**config.mk**
```make
export PLATFORM = sky130hd
export DESIGN_NAME = psc_strap_config
export DESIGN_NICKNAME = d
export VERILOG_FILES = /design/src/design/psc_pkg.sv /design/src/design/psc_port_resolve.sv /design/src/design/psc_strap_config.sv
export SDC_FILE = /design/constraint.sdc
export NUM_CORES = 1
export LEC_CHECK = 0
export ABC_AREA = 1
export ABC_CLOCK_PERIOD_IN_PS = 1090
export BUFFER_PORTS_ARGS = -buffer_cell sky130_fd_sc_hd__buf_2
export CORE_ASPECT_RATIO = 0.7
export CORE_MARGIN = 1.5
export CORE_UTILIZATION = 43
export CTS_CLUSTER_DIAMETER = 60
export DETAILED_ROUTE_END_ITERATION = 10
export PLACE_DENSITY = 0.78
export SETUP_SLACK_MARGIN = 0.2
export SYNTH_ARGS = -nofsm -noshare
export SYNTH_HDL_FRONTEND = slang
export SYNTH_SLANG_ARGS = --single-unit
```
**constraint.sdc**
```tcl
create_clock -name mclk -period 1.09 [get_ports mclk]
set_input_delay 0.0545 -clock mclk [delete_from_list [all_inputs] [get_ports mclk]]
set_output_delay 0.0545 -clock mclk [all_outputs]
set_load 0.005 [all_outputs]
```
**src/design/psc_pkg.sv**
```systemverilog
// Constants and types for the strap loader and pin mode control.
package psc_pkg;
    localparam logic [1:0] SER_SPI_CLIENT = 2'h0;
    localparam logic [1:0] SER_I2C_HOST   = 2'h1;
    localparam logic [1:0] SER_I2C_CLIENT = 2'h2;
    localparam logic [1:0] SER_MIIM       = 2'h3;
    localparam logic       SPD_100        = 1'h1;
    localparam logic       SPD_10         = 1'h0;
    localparam logic       DPX_FULL       = 1'h1;
    localparam logic       DPX_HALF       = 1'h0;
    localparam int         STRAP_W        = 7;
    localparam int         S_P1_DPX       = 0;
    localparam int         S_P1_AN        = 1;
    localparam int         S_P2_AN        = 2;
    localparam int         S_P2_SPD       = 3;
    localparam int         S_P2_DPX       = 4;
    localparam int         S_P2_FFC       = 5;
    localparam int         S_P1_FFC       = 6;
    localparam logic [6:0] STRAP_RESET    = 7'h00;
    typedef enum logic [2:0] {
        PSC_RESET   = 3'h1,
        PSC_CAPTURE = 3'h2,
        PSC_RUN     = 3'h4
    } psc_state_e;
endpackage

```
**src/design/psc_port_resolve.sv**
```systemverilog
// Resolves one port's speed, duplex and flow control from its straps and negotiation results.
`timescale 1ns/1ps
module psc_port_resolve
(
    // Clock and reset.
    input  wire logic mclk,
    input  wire logic srst,
    // Latched straps.
    input  wire logic an_strap,
    input  wire logic spd_strap,
    input  wire logic dpx_strap,
    input  wire logic ffc_strap,
    // Negotiation results.
    input  wire logic an_done,
    input  wire logic an_ok,
    input  wire logic an_spd,
    input  wire logic an_dpx,
    input  wire logic an_fc,
    // Resolved mode.
    output logic      an_en,
    output logic      speed,
    output logic      duplex,
    output logic      flowctl
);
    import psc_pkg::*;

    always_ff @(posedge mclk)
    begin
        if (srst)
        begin
            an_en   <= 1'b0;
            speed   <= SPD_10;
            duplex  <= DPX_HALF;
            flowctl <= 1'b0;
        end
        else
        begin
            an_en <= an_strap;
            if (!an_strap)
            begin
                speed  <= spd_strap;
                duplex <= dpx_strap;
            end
            else if (an_done)
            begin
                speed  <= an_ok ? an_spd : spd_strap;
                duplex <= an_ok ? an_dpx : dpx_strap;
            end
            flowctl <= ffc_strap | (an_strap & an_done & an_ok & an_fc);
        end
    end
endmodule

```
**src/design/psc_strap_config.sv**
```systemverilog
// Strap capture, port mode resolution and pin role control.
//
// Contract
// Port 1 duplex strap picks fallback or forced duplex, high means full.
// Port 2 autonegotiation strap high enables, low disables it.
// Port 2 speed strap forces 100 or 10 with autonegotiation off.
// Port 2 duplex strap picks fallback or forced duplex, high means full.
// Port 2 flow strap high forces flow control, else negotiation decides.
// Port 1 flow strap high forces flow control, else negotiation decides.
// Interrupt output is low while a link-lost status bit is set; the code drives it low only while link_lost_enable is also high.
// Port 3 receive clock drives in PHY mode, input in MAC mode; the code drives it in PHY mode only while rmii_variant is low.
// RMII variant outputs reference clock on receive data bit 3 pin.
// Serial clock pin is output only in I2C host mode.
// Serial data pin input in SPI, bidirectional otherwise; needs pull-up.
// SPI read data leaves on its own output pin.
// Port 1 autonegotiation strap high enables, low disables it.
// Select high deselects and floats SPI output; falling edge starts transfer.
// Straps sampled once at reset release, held until next reset.
`timescale 1ns/1ps
module psc_strap_config
(
    // Clock and reset.
    input  wire logic       mclk,
    input  wire logic       srst,
    // Strap pin levels.
    input  wire logic       port1_duplex_strap,
    input  wire logic       port1_autoneg_strap,
    input  wire logic       port2_autoneg_strap,
    input  wire logic       port2_speed_strap,
    input  wire logic       port2_duplex_strap,
    input  wire logic       port2_force_flowctl_strap,
    input  wire logic       port1_force_flowctl_strap,
    input  wire logic       port1_speed_strap,
    // Port 1 negotiation results.
    input  wire logic       p1_an_done,
    input  wire logic       p1_an_ok,
    input  wire logic       p1_an_speed,
    input  wire logic       p1_an_duplex,
    input  wire logic       p1_an_flowctl,
    // Port 2 negotiation results.
    input  wire logic       p2_an_done,
    input  wire logic       p2_an_ok,
    input  wire logic       p2_an_speed,
    input  wire logic       p2_an_duplex,
    input  wire logic       p2_an_flowctl,
    // Resolved port modes.
    output logic            p1_an_en,
    output logic            p1_speed,
    output logic            p1_duplex,
    output logic            p1_flowctl,
    output logic            p2_an_en,
    output logic            p2_speed,
    output logic            p2_duplex,
    output logic            p2_flowctl,
    output logic            straps_valid,
    // Interface mode selection.
    input  wire logic       mii_phy_mode,
    input  wire logic       rmii_variant,
    input  wire logic [1:0] serial_mode,
    // Link-lost interrupt.
    input  wire logic       link_lost_status,
    input  wire logic       link_lost_enable,
    output logic            irq_out_low,
    // Port 3 receive pins.
    input  wire logic       rx_clk_core,
    input  wire logic       rxd3_core,
    input  wire logic       refclk_core,
    output logic            port3_rx_clock_pin_o,
    output logic            port3_rx_clock_pin_oe,
    output logic            port3_rxd3_or_refclk_out,
    // Serial management pins.
    input  wire logic       scl_i,
    output logic            scl_o,
    output logic            scl_oe,
    input  wire logic       sda_i,
    output logic            sda_o,
    output logic            sda_oe,
    input  wire logic       scl_core_o,
    input  wire logic       sda_core_o,
    input  wire logic       sda_core_oe,
    output logic            ser_clk,
    output logic            ser_data_in,
    // SPI client pins.
    input  wire logic       spi_select_low,
    input  wire logic       spi_read_core,
    output logic            spi_read_out_pin_o,
    output logic            spi_read_out_pin_oe,
    output logic            spi_start
);
    import psc_pkg::*;

    psc_state_e               state_ff;
    psc_state_e               nxt_state;
    logic [STRAP_W-1:0]       strap_ff;
    logic                     sel_ff;
    logic                     p1_spd_ff;

    always_comb
    begin
        case (state_ff)
            PSC_RESET:   nxt_state = PSC_CAPTURE;
            PSC_CAPTURE: nxt_state = PSC_RUN;
            PSC_RUN:     nxt_state = PSC_RUN;
            default:     nxt_state = PSC_RESET;
        endcase
    end

    always_ff @(posedge mclk)
    begin
        if (srst)
            state_ff <= PSC_RESET;
        else
            state_ff <= nxt_state;
    end

    // capture once at release.
    always_ff @(posedge mclk)
    begin
        if (srst)
        begin
            strap_ff  <= STRAP_RESET;
            p1_spd_ff <= SPD_10;
        end
        else if (state_ff == PSC_RESET)
        begin
            strap_ff[S_P1_DPX] <= port1_duplex_strap;
            strap_ff[S_P1_AN]  <= port1_autoneg_strap;
            strap_ff[S_P2_AN]  <= port2_autoneg_strap;
            strap_ff[S_P2_SPD] <= port2_speed_strap;
            strap_ff[S_P2_DPX] <= port2_duplex_strap;
            strap_ff[S_P2_FFC] <= port2_force_flowctl_strap;
            strap_ff[S_P1_FFC] <= port1_force_flowctl_strap;
            p1_spd_ff          <= port1_speed_strap;
        end
    end

    assign straps_valid = (state_ff == PSC_RUN);

    // Every strap field must sit inside the capture register.
    if (S_P1_FFC >= STRAP_W || $bits(STRAP_RESET) != STRAP_W)
    begin : g_strap_fit
        $error("Strap field outside the capture register.");
    end

    // port 1 resolution.
    psc_port_resolve u_p1
    (
        .mclk      (mclk),
        .srst      (srst | ~straps_valid),
        .an_strap  (strap_ff[S_P1_AN]),
        .spd_strap (p1_spd_ff),
        .dpx_strap (strap_ff[S_P1_DPX]),
        .ffc_strap (strap_ff[S_P1_FFC]),
        .an_done   (p1_an_done),
        .an_ok     (p1_an_ok),
        .an_spd    (p1_an_speed),
        .an_dpx    (p1_an_duplex),
        .an_fc     (p1_an_flowctl),
        .an_en     (p1_an_en),
        .speed     (p1_speed),
        .duplex    (p1_duplex),
        .flowctl   (p1_flowctl)
    );

    // port 2 resolution.
    psc_port_resolve u_p2
    (
        .mclk      (mclk),
        .srst      (srst | ~straps_valid),
        .an_strap  (strap_ff[S_P2_AN]),
        .spd_strap (strap_ff[S_P2_SPD]),
        .dpx_strap (strap_ff[S_P2_DPX]),
        .ffc_strap (strap_ff[S_P2_FFC]),
        .an_done   (p2_an_done),
        .an_ok     (p2_an_ok),
        .an_spd    (p2_an_speed),
        .an_dpx    (p2_an_duplex),
        .an_fc     (p2_an_flowctl),
        .an_en     (p2_an_en),
        .speed     (p2_speed),
        .duplex    (p2_duplex),
        .flowctl   (p2_flowctl)
    );

    // active-low link-lost interrupt.
    always_ff @(posedge mclk)
    begin
        if (srst)
            irq_out_low <= 1'b1;
        else
            irq_out_low <= ~(link_lost_status & link_lost_enable);
    end

    // receive clock direction.
    assign port3_rx_clock_pin_o  = rx_clk_core;
    assign port3_rx_clock_pin_oe = straps_valid & mii_phy_mode & ~rmii_variant;

    // data bit 3 or reference clock.
    assign port3_rxd3_or_refclk_out = rmii_variant ? refclk_core : rxd3_core;

    // serial clock direction.
    assign scl_o   = scl_core_o;
    assign scl_oe  = straps_valid & (serial_mode == SER_I2C_HOST);
    assign ser_clk = scl_i;

    // serial data direction.
    assign sda_o       = sda_core_o;
    assign sda_oe      = straps_valid & (serial_mode != SER_SPI_CLIENT) & sda_core_oe;
    assign ser_data_in = sda_i;

    // SPI read output and select.
    assign spi_read_out_pin_o  = spi_read_core;
    assign spi_read_out_pin_oe = straps_valid & (serial_mode == SER_SPI_CLIENT)
                               & ~spi_select_low;

    always_ff @(posedge mclk)
    begin
        if (srst)
            sel_ff <= 1'b1;
        else
            sel_ff <= spi_select_low;
    end

    // falling select starts transfer.
    assign spi_start = straps_valid & (serial_mode == SER_SPI_CLIENT) & sel_ff & ~spi_select_low;
endmodule

```
Yosys cells after proc, flatten, opt, wreduce, memory -nomap -nowiden
Cells that the tools add are included.
{"block": "totals", "memories": 0, "ramBits": 0, "inputBits": 36, "mem_bits_ro": 0, "latchBits": 0, "reg_bits": 21, "output_inout_bits": 22, "wordCells": 59}
{"block": "op_classes", "n_eq_ne": 6, "magnitude_cmp": 0, "bitwise": 23, "n_reduce_logical": 3, "shift": 0, "multipliers": 0, "muxes": 14, "div": 0, "add_sub_neg": 0}
{"operator": "$and 1x1->1", "count": 16}
{"operator": "$mux 1", "count": 13}
{"operator": "$pmux 3 s2", "count": 1}
{"operator": "$ne 2x2->1 const B", "count": 2}
{"operator": "$not 1->1", "count": 4}
{"operator": "$eq 3x1->1 const B", "count": 1}
{"operator": "$eq 3x2->1 const B", "count": 1}
{"operator": "$eq 3x3->1 const B", "count": 1}
{"operator": "$or 1x1->1", "count": 3}
{"operator": "$eq 2x1->1 const B", "count": 1}
{"operator": "$logic_not 2->1", "count": 1}
{"operator": "$reduce_bool 2->1", "count": 1}
{"operator": "$reduce_or 2->1", "count": 1}

Longest topological paths before layout
Gate-level depths: netlist (run 1).
{"block": "logic_depth", "depth_word": 4, "mapped_depth": 7}

By module
A second synthesis (run 1) with hierarchy kept.
{"block": "unflattened", "cells_unflattened": 145, "hier_area_um2": 973.4}
{"module": "psc_strap_config", "area_per_inst_um2": 613.1, "seq_area_each_um2": 260.2, "cells_per_inst": 89, "instances": 1}
{"module": "psc_port_resolve", "area_per_inst_um2": 180.2, "seq_area_each_um2": 80.1, "cells_per_inst": 28, "instances": 2}

Least setup slack after synthesis (run 1)
Ideal clock, no wire load.
{"block": "synth_timing", "kind": "register -> register", "start": "register state_ff[2]", "end": "register state_ff[0]", "setup_ns": 0.109, "arrival_ns": 0.829, "slack_ns": 0.152, "path_stages_with_launch": 6, "required_time_ns": 0.981, "period_less_slack_ns": 0.938, "n_path_buf": 1, "cell_sequence": "dfxtp_1 nor2_4 buf_6 nand3_1 nand2_1 inv_1"}
{"block": "synth_between", "elab_chain_len": 3}
{"item": "start: declaration", "line_no": "psc_strap_config.sv:92", "source": "psc_state_e state_ff;"}
{"item": "start signal: assignment", "line_no": "psc_strap_config.sv:113", "source": "state_ff <= nxt_state;"}
{"item": "$eq 3x3->1 / $eq 3x2->1 (equally long branches)", "line_no": "psc_strap_config.sv:100", "source": "case (state_ff)"}
{"item": "$reduce_or 2->1 (no source line)"}
{"item": "$pmux 3 s2 (*)", "line_no": "psc_strap_config.sv:100"}
Every way passes the cells marked *; elsewhere a longest branch is shown, timed or not.
A chain may end at the register's enable or synchronous reset.

Worst setup path after layout (run 1)
{"block": "layout_timing", "start": "register state_ff[1]", "end": "output port sda_oe"}
{"block": "layout_between", "elab_chain_len": 3}
{"item": "$eq 3x3->1", "line_no": "psc_strap_config.sv:137", "source": "assign straps_valid = (state_ff == PSC_RUN);"}
{"item": "$and 1x1->1 (2 in a row)", "line_no": "psc_strap_config.sv:208", "source": "assign sda_oe = straps_valid & (serial_mode != SER_SPI_CLIENT) & sda_core_oe;"}
{"item": "end: declaration", "line_no": "psc_strap_config.sv:77", "source": "output logic sda_oe,"}
Every way passes these cells.

==> metrics.yaml, run 1 <==
cts_tree: "done"
max_stage_delay_ns: 0.35
synth_xor_area_share_pct: 0
ys.flop_type: "dfxtp_1"
drtIter0Drc: 65
slew_headroom_pct: 83.9
violations: "setup timing"
synth_top_family_by_area: "simple AND/OR/NAND/NOR gates"
crit_arrival_ns: 1.13
drc_errors: 0
track_usage_pct: 20.1
placementRows: 14
start_kind: "flip-flop"
synth_mux_area_share_pct: 1.08
dr.pass1.iters: 4
yosysWarnings: 0
ys_ff_latch: 21
holdCritPathClass: "in2reg"
routed_wirelength_um: 2610
power-per-cell-area_nw_per_um2: 1400
insertion_delay_ns: 0.30
rsz0062_at_grt: "yes"
yosys.area_share.simple_pct: 36.1
grt_pass1_vias: 970
clock.fmax_mhz: 843
cap_violations: 0
num-nets-final: 248
post-route-period-util_pct: 109
seq_area_frac_synth_pct: 40.2
place.gp.congestion: 0.778
yosysTopAreaCellShare_pct: 40.2
ant_nets: 0
slew_viol_final: 0
setup_slack_ns: -0.0963
final.setup.tns_ns: -0.306
cts-htree-levels: 1
synth_most_common_cell: "nand2_1"
cpMaxStageDelayCell: "dfxtp_2"
synth.avg_cell_area_um2: 6.54
netlist_area_um2: 1050
num_vias: 1096
synth_edf_count: 0
netlist_top_cells_count: "nand2_1 (38), nor2_1 (33), inv_1 (28), dfxtp_1 (21), nand3_1 (13)"
synthArstFlopShare_pct: 0
path_max_fanout: 4
synthTopCellsByArea: "dfxtp_1 (40%), nand2_1 (14%), nor2_1 (12%), inv_1 (10%), nand3_1 (6.2%)"
power_leakage_nw: 0.805
ioPinCount: 58
clock-sinks: 21
hold_ws_ns: 0.0546
clockRootBuffer: "clkbuf_4"
core-area_um2: 2220
area_growth_pct: 41.6
syn_nets: 196
die_height_um: 44.3
finClkSkew_ns: 0.00763
diodes: 0
path_cells: "inv_2 > nand3_4 > inv_4 > nand2_1 > nor2_1 > buf_2"
start_util_pct: 47.0
grt_overflow: 0
synth_compound_area_share_pct: 3.83
cts_made_buffers: 3
end_kind: "primary output"
critPathRequiredTime_ns: 1.04
hold_viol_final: 0
synth_top_cell_by_area: "dfxtp_1"
clk_pin_slew_ns: 0.12
worst_slew_pin_slew_ns: 0.242
wire_per_inst_um: 10.7
synth_cells: 160
criticalPathCategory: "reg2out"
grt_pass1_wl_um: 4040
setup_viol: 5
post-dp-hpwl_um: 1520
finalCriticalPeriod_ns: 1.19
status: "finished, violations left"
ir_worst_vdd_uv: 1060
portBuffers: 45
grt_max_degree: 18
synth_cell_types: 15
vias_per_cell: 4.51
grt_antenna_before_repair: 0
dieArea_um2: 2740
chipWidth_um: 62.0
clockBufferDepth: 2
synth_fa_ha_area_share_pct: 0
drive_gt1_share_pct: 44.5
==> logic make-up (layout without fill, tap and decap cells) <==
logic type | Yosys count | count (layout)
flip-flops | 21 | 21
AND/OR/NAND/NOR | 90 | 90
multiplexers | 1 | 1
AO/OA/AOI/OAI | 8 | 8
buffers and inverters | 40 | 91
==> where the power goes <==
part / switching [mW] / total [mW] / internal (mW) / leakage (nW)
clock: 0.233 / 0.370 / 0.137 / 0.0177
combinational: 0.425 / 0.762 / 0.337 / 0.613
sequential: 0.0682 / 0.937 / 0.869 / 0.174
==> per-layer routing <==
metal | GRT usage, % | wire length [um] | vias to the layer above
met3 | 5.26 | 187 | 4
met4 | 3.40 | 15 | 0
met2 | 34.6 | 1240 | 45
met1 | 25.5 | 1170 | 476
met5 | 0 | 0 | -
li1 | - | - | 571
==> sequential cells by signal (all words and copies together), names as in the netlist <==
name,cells
sel_ff,1
u_p2.duplex,1
irq_out_low,1
p1_spd_ff,1
state_ff,3
u_p1.duplex,1
u_p1.an_en,1
u_p1.speed,1
u_p1.flowctl,1
u_p2.speed,1
u_p2.an_en,1
u_p2.flowctl,1
strap_ff,7
==> path summary, 6_finish.rpt <==
| path | from | to | slack [ns] | depth (start not counted) |
|---|---|---|---|---|
| hold / removal | port2_force_flowctl_strap | strap_ff[5] | 0.05 | 5 |
| setup reg to reg | state_ff[2] | strap_ff[1] | 0.05 | 6 |
| setup / recovery | state_ff[1] | sda_oe | -0.1 | 6 |
| hold reg to reg | strap_ff[6] | u_p1.flowctl | 0.49 | 2 |
==> layout by cell type (no fill, tap or decap) <==
master | Yosys | final
clkinv_2 | 0 | 1
nor3_1 | 1 | 1
nand3_2 | 0 | 8
a21oi_1 | 8 | 7
dfxtp_1 | 21 | 16
nand2_4 | 0 | 1
buf_6 | 3 | 5
dfxtp_4 | 0 | 1
inv_2 | 2 | 5
nand3_4 | 0 | 2
clkbuf_4 | 0 | 3
nor2_1 | 33 | 30
inv_1 | 28 | 24
and2_1 | 2 | 2
a21oi_2 | 0 | 1
inv_4 | 0 | 1
mux2_2 | 1 | 1
nand2_1 | 38 | 31
buf_2 | 1 | 45
nand2_2 | 1 | 7
dlygate4sd3_1 | 0 | 3
buf_4 | 6 | 4
nor2_2 | 0 | 3
nand3_1 | 13 | 3
nor2_4 | 2 | 2
dfxtp_2 | 0 | 4
==> critical path: cells and delay by family, from the launching register on <==
family	cells	cell delay, ns
buffers and inverters	3	0.28
AND/OR/NAND/NOR	3	0.21
flip-flops	1	0.35
==> metrics by stage <==
step	cells	utilization [%]	power (mW)	cell area [um2]	worst slack, ns
finish	243	66.6	2.07	1480	-0.0963
detailed placement	229	56.2	1.45	1250	0.0888
CTS	243	64.3	1.98	1430	-0.0743
floorplan	160	-	1.38	1050	0.204
global route	243	66.6	2.22	1480	-0.166
global placement	229	56.2	1.45	1250	0.121
==> cell type report <==
class                           instances  area, um2
Sequential cell                        21        429
Multi-Input combinational cell         99        528
Inverter                               30        115
Tap cell                               32       40.0
Fill cell                             189        743
Timing Repair Buffer                   57        342
Clock inverter                          1       5.00
Clock buffer                            3       22.5
==> timing repair <==
action                                  4_1_cts  5_1_grt
gates resized for setup                      19       18
endpoints found under the setup margin       24       25
pin swaps                                    14        8
buffers inserted                              7        0
gates cloned                                  0        0
endpoints found under the hold margin         2        0
hold buffers                                  3        0
(Power assumes the default switching activity.)
==> run 2, diff against run 1 <==
--- a/config.mk
+++ b/config.mk
@@ -16,4 +16,5 @@
 export PLACE_DENSITY = 0.78
 export SETUP_SLACK_MARGIN = 0.2
+export SKIP_LAST_GASP = 1
 export SYNTH_ARGS = -nofsm -noshare
 export SYNTH_HDL_FRONTEND = slang
==> constraint.sdc (replaced) <==
create_clock -name mclk -period 1.09 [get_ports mclk]
set_input_delay 0.0545 -clock mclk [delete_from_list [all_inputs] [get_ports mclk]]
set_output_delay 0.0545 -clock mclk [all_outputs]
set_load 0.1 [all_outputs]
==> run 2 against run 1 <==
Net effect:
- the flow still finishes with violations (setup timing)
- register-to-register slack lost 0.14 ns
- power is 18% higher
- global-route usage increased by 8.6 points
- clock-buffer cell count stayed put
- highest routed layer unchanged
==> metrics.yaml, run 2 (synthesis gave the netlist of run 1 again) <==
worst_slew_pin_slew_ns: 0.288
hold_ws_ns: 0.0537
grt_overflow: 0
drive_gt1_share_pct: 54.6
setup_slack_ns: -0.276
rsz0062_at_grt: "yes"
start_util_pct: 47.0
cp-startpoint: "state_ff[0]"
largest-register: "strap_ff"
power-per-cell-area_nw_per_um2: 1260
criticalPathCategory: "reg2out"
cap_violations: 0
setup_viol: 16
critPathRequiredTime_ns: 1.04
post-dp-hpwl_um: 2010
ant_nets: 0
grt_pass1_wl_um: 5540
clock.fmax_mhz: 732
diodes: 0
die_height_um: 44.3
hold_viol_final: 0
dieArea_um2: 2740
endpoint: "scl_oe"
portBuffers: 45
core-area_um2: 2220
track_usage_pct: 28.7
dr.pass1.iters: 4
cp_top_family: "flip-flops"
violations: "setup timing"
r2r_cells: 7
grt_max_degree: 18
worst_r2r_startpoint: "state_ff[2]"
wl_met3_um: 242
status: "finished, violations left"
ioPinCount: 58
largest_reg_flops: 7
rrSetupSlack_ns: -0.09
mostFrequentLayoutCell: "buf_2"
r2r-end: "strap_ff[6]"
post-route-period-util_pct: 125
layout_common_cells: "buf_2 (29), nand2_1 (28), nor2_1 (27)"
insertion_delay_ns: 0.31
wl_met2_um: 2070
end_kind: "primary output"
routed_wirelength_um: 4090
holdCritPathClass: "in2reg"
clockRootBuffer: "clkbuf_4"
top_layer: "met4"
wire_per_inst_um: 16.4
num_vias: 1261
path_cells: "inv_4 > nand3_4 > inv_12 > nand2_4 > nor2_4 > buf_12"
finClkSkew_ns: 0.00635
place.gp.congestion: 0.822
chipWidth_um: 62.0
grt_antenna_before_repair: 0
slew_viol_final: 0
finalCriticalPeriod_ns: 1.37
cts_made_buffers: 3
clockBufferDepth: 2
dpl_worst_slack_ns: -0.0102
vias_per_cell: 5.04
clk_pin_slew_ns: 0.11
max_stage_delay_ns: 0.36
worst-path-stages: 6
path_max_fanout: 4
num-nets-final: 255
reg_top3: "strap_ff (7), state_ff (3)"
power_leakage_nw: 0.946
area_growth_pct: 85.8
worst-path-buf-inv: 3
instances_no_fill: 250
clock-sinks: 21
finalPower_mw: 2.45
dp_cells: 234
cts-htree-levels: 1
placementRows: 14
ir_worst_vdd_uv: 965
crit_arrival_ns: 1.31
drtIter0Drc: 48
grt_pass1_vias: 1231
start_kind: "flip-flop"
cts_tree: "done"
drc_errors: 0
wl_met1_um: 1590
slew_headroom_pct: 80.8
cpMaxStageDelayCell: "dfxtp_2"
[run 2: changes by cell type in the layout (fill, tap and decap cells not counted), sizes merged]
cell  previous run  this run
buf             54        61
[run 2: area by class of cell]
cell class                      count  area (um2)
Clock inverter                      1        5.00
Fill cell                         112         282
Clock buffer                        3        22.5
Inverter                           30         128
Sequential cell                    21         449
Multi-Input combinational cell     99         608
Tap cell                           32        40.0
Timing Repair Buffer               64         691
[run 2: worst min-delay path: stages]
cell and delay (ns):
buf_2 0.07, inv_1 0.04, nand3_2 0.05, nand2_1 0.04, nor2_1 0.07
[run 2: worst min-delay path by stage]
stage / endpoint / from / slack (ns) / cells after the start
3_3_place_gp: sda_o / sda_core_o / 0.11 / 0
6_report: strap_ff[3] / port2_speed_strap / 0.05 / 5
4_1_cts: p1_spd_ff / port1_speed_strap / 0.05 / 5
2_1_floorplan: irq_out_low / link_lost_enable / 0.14 / 1
5_1_grt: strap_ff[3] / port2_speed_strap / 0.05 / 5
3_5_place_dp: sda_o / sda_core_o / 0.11 / 0
[run 2: per-layer routing]
| metal | track usage [%] | up-vias |
|---|---|---|
| met2 | 50.2 | 73 |
| met4 | 16.2 | 0 |
| met5 | 0 | - |
| met1 | 30.9 | 590 |
| li1 | - | 580 |
| met3 | 7.89 | 18 |
[run 2: stage by stage]
step,TNS (ns),util [%],instance area (um2)
2_1_floorplan,-1.28,-,1170
3_3_place_gp,0,71.3,1590
3_5_place_dp,-0.0117,71.3,1590
4_1_cts,-1.46,81.9,1820
5_1_grt,-2.72,87.3,1940
6_report,-2.10,87.3,1940
[run 2: timing repair]
item | 4_1_cts | 5_1_grt
pin swaps | 8 | 16
gates cloned | 2 | 0
hold endpoints to repair | 2 | 0
setup buffers | 4 | 3
hold buffers | 3 | 0
setup endpoints to repair | 34 | 34
resized for setup | 26 | 31
[run 2: report_power, final]
part / internal (mW) / switching (mW) / leakage (nW)
sequential: 0.858 / 0.0854 / 0.178
combinational: 0.512 / 0.615 / 0.750
clock: 0.137 / 0.238 / 0.0177
total: 1.51 / 0.939 / 0.946
==> run 3, diff against run 2 <==
Settings changed: CORE_UTILIZATION 43 to 42, SYNTH_HIERARCHICAL from default to 1.
==> run 3 against run 2 <==
Net effect:
- the run still ends with setup timing left
- highest routed layer unchanged
- largest power group is now registers
- routed wire length shrank 9.7%
- die area decreased by 4.5%
- flip-flop and latch count unchanged
- synthesized cell count decreased by 9.4%
- global-route usage is 1.2 points lower
- clock-buffer cell count is the same
- combinational power is 39% lower
- clock skew up 0.0086 ns
- sequential power fell by 2%
- power shrank 18%
- cell count is 1.6% lower
==> metrics.yaml, run 3 <==
rrSetupSlack_ns: -0.29
grt_pass1_vias: 1177
syn_nets: 181
mostFrequentLayoutCell: "nor2_1"
dieArea_um2: 2620
synth_top_cell_by_area: "dfxtp_1"
min_path_cells: 3
synth_cells: 145
final_util_pct: 85.2
status: "finished, violations left"
cap_violations: 0
grt_antenna_before_repair: 0
dp_cells: 219
drc_errors: 0
worst_slew_pin_slew_ns: 0.313
holdCritPathClass: "in2reg"
min_to: "strap_ff[0]"
hold_viol_final: 0
clockRootBuffer: "clkbuf_4"
cts_made_buffers: 3
final_area_um2: 1850
routed_wirelength_um: 3700
dr.pass1.iters: 5
yosysWarnings: 6
path_max_fanout: 5
ant_nets: 0
slew_viol_final: 0
clk_pin_slew_ns: 0.12
portBuffers: 45
yosysTopAreaCellShare_pct: 43.2
chipWidth_um: 60.5
largest_reg_flops: 7
ys.flop_type: "dfxtp_1"
drive_gt1_share_pct: 48.1
end_kind: "primary output"
reg_top3: "strap_ff (7), state_ff (3)"
synth.avg_cell_area_um2: 6.71
finalCriticalPeriod_ns: 1.43
r2r_cells: 10
synth_most_common_cell: "nor2_1"
largest-register: "strap_ff"
wire_per_inst_um: 15.0
finalPower_mw: 1.99
num-fill-cells: 126
critPathRequiredTime_ns: 1.04
clock.fmax_mhz: 701
ir_worst_vdd_uv: 1030
placementRows: 14
ioPinCount: 58
hp-start: "port1_duplex_strap"
core-area_um2: 2170
clockBufferDepth: 2
area_growth_pct: 90.1
crit_arrival_ns: 1.37
synthTopCellsByArea: "dfxtp_1 (43%), nor2_1 (15%), nand2_1 (12%), inv_1 (8.1%), buf_4 (4.6%)"
grt_overflow: 0
grt_max_degree: 13
layout_common_cells: "nor2_1 (32), buf_2 (29), nand2_1 (28)"
violations: "setup timing"
insertion_delay_ns: 0.32
seq_area_frac_synth_pct: 43.2
vias_per_cell: 4.98
die_height_um: 43.3
worst_r2r_startpoint: "state_ff[0]"
setup_slack_ns: -0.336
place.gp.congestion: 0.771
instances_no_fill: 246
power-per-cell-area_nw_per_um2: 1080
ys_ff_latch: 21
diodes: 0
rsz0062_at_grt: "yes"
post-dp-hpwl_um: 1830
criticalPathCategory: "reg2out"
cts-htree-levels: 1
num-nets-final: 251
track_usage_pct: 27.6
setup_viol: 16
drtIter0Drc: 66
post-route-period-util_pct: 131
netlist_top_cells_count: "nor2_1 (40), nand2_1 (32), dfxtp_1 (21), inv_1 (21), buf_4 (6)"
start_kind: "flip-flop"
netlist_area_um2: 973
slew_headroom_pct: 79.1
start_util_pct: 44.8
r2r-end: "u_p2/duplex"
power_leakage_nw: 0.926
cts_tree: "done"
placement.cell_area_um2: 1450
finClkSkew_ns: 0.0149
grt_pass1_wl_um: 5190
synth_cell_types: 16
num_vias: 1226
clock-sinks: 21
synthArstFlopShare_pct: 0
synth_edf_count: 0
[run 3: power breakdown]
group | internal [mW] | total [mW] | switching (mW)
Clock | 0.138 | 0.382 | 0.244
Combinational | 0.266 | 0.684 | 0.418
Sequential | 0.847 | 0.928 | 0.0813
[run 3: how the worst max path moves through the flow]
stage | startpoint | endpoint | slack, ns
final | state_ff[0] | port3_rx_clock_pin_oe | -0.34
after global placement | state_ff[0] | u_p2/speed | 0.03
after floorplan | state_ff[0] | spi_start | -0.35
after CTS | state_ff[1] | sda_oe | -0.29
after global routing | state_ff[0] | port3_rx_clock_pin_oe | -0.40
after detailed placement | state_ff[0] | u_p2/speed | -0.03
[run 3: worst max-delay path: stages, from the launching register on]
cell and delay (ns):
dfxtp_2 0.35, nor2_4 0.14, nand2_4 0.11, inv_8 0.11, nand2_4 0.06, nor2_4 0.11
buf_12 0.18
[run 3: layout make-up]
| type | count | area (um2) | area share (%) |
|---|---|---|---|
| clock inverter | 1 | 5.00 | 0.270 |
| tap | 32 | 40.0 | 2.16 |
| inverter | 23 | 96.3 | 5.21 |
| clock buffer | 3 | 22.5 | 1.22 |
| timing repair buffer | 70 | 703 | 38.0 |
| multi-input combinational | 96 | 546 | 29.5 |
| sequential | 21 | 438 | 23.7 |
[run 3: kinds of logic (layout without fill, tap and decap cells)]
kind of cell	count (synthesis)	in the layout	share of synthesized area, %
buffers and inverters	31	97	15.2
AOI/OAI and AO/OA	9	9	4.63
DFF	21	21	43.2
and+or+nand+nor	83	86	35.9
muxes	1	1	1.16
[run 3: timing repair]
action                     CTS  global route
pin swaps                   13             5
gates cloned                 3             0
setup endpoints to repair   34            34
hold buffers                10             1
buffers inserted             7             2
hold endpoints to repair    10             1
resized for setup           42             7
[run 3: through the flow]
stage	hold slack [ns]	setup TNS [ns]	setup WS, ns
after floorplan	0.124	-2.17	-0.353
after global placement	0.110	0	0.0276
after detailed placement	0.110	-0.0568	-0.0262
after CTS	0.00351	-2.92	-0.294
after global routing	-0.0149	-4.99	-0.401
final	0.0184	-4.23	-0.336
[run 3: layer usage]
layer / GRT usage [%] / wire [um] / vias up
met1: 30.2 / 1380 / 539
met3: 7.32 / 264 / 37
met4: 17.8 / 246 / 0
li1: - / - / 573
met5: 0 / 0 / -
met2: 46.3 / 1800 / 77
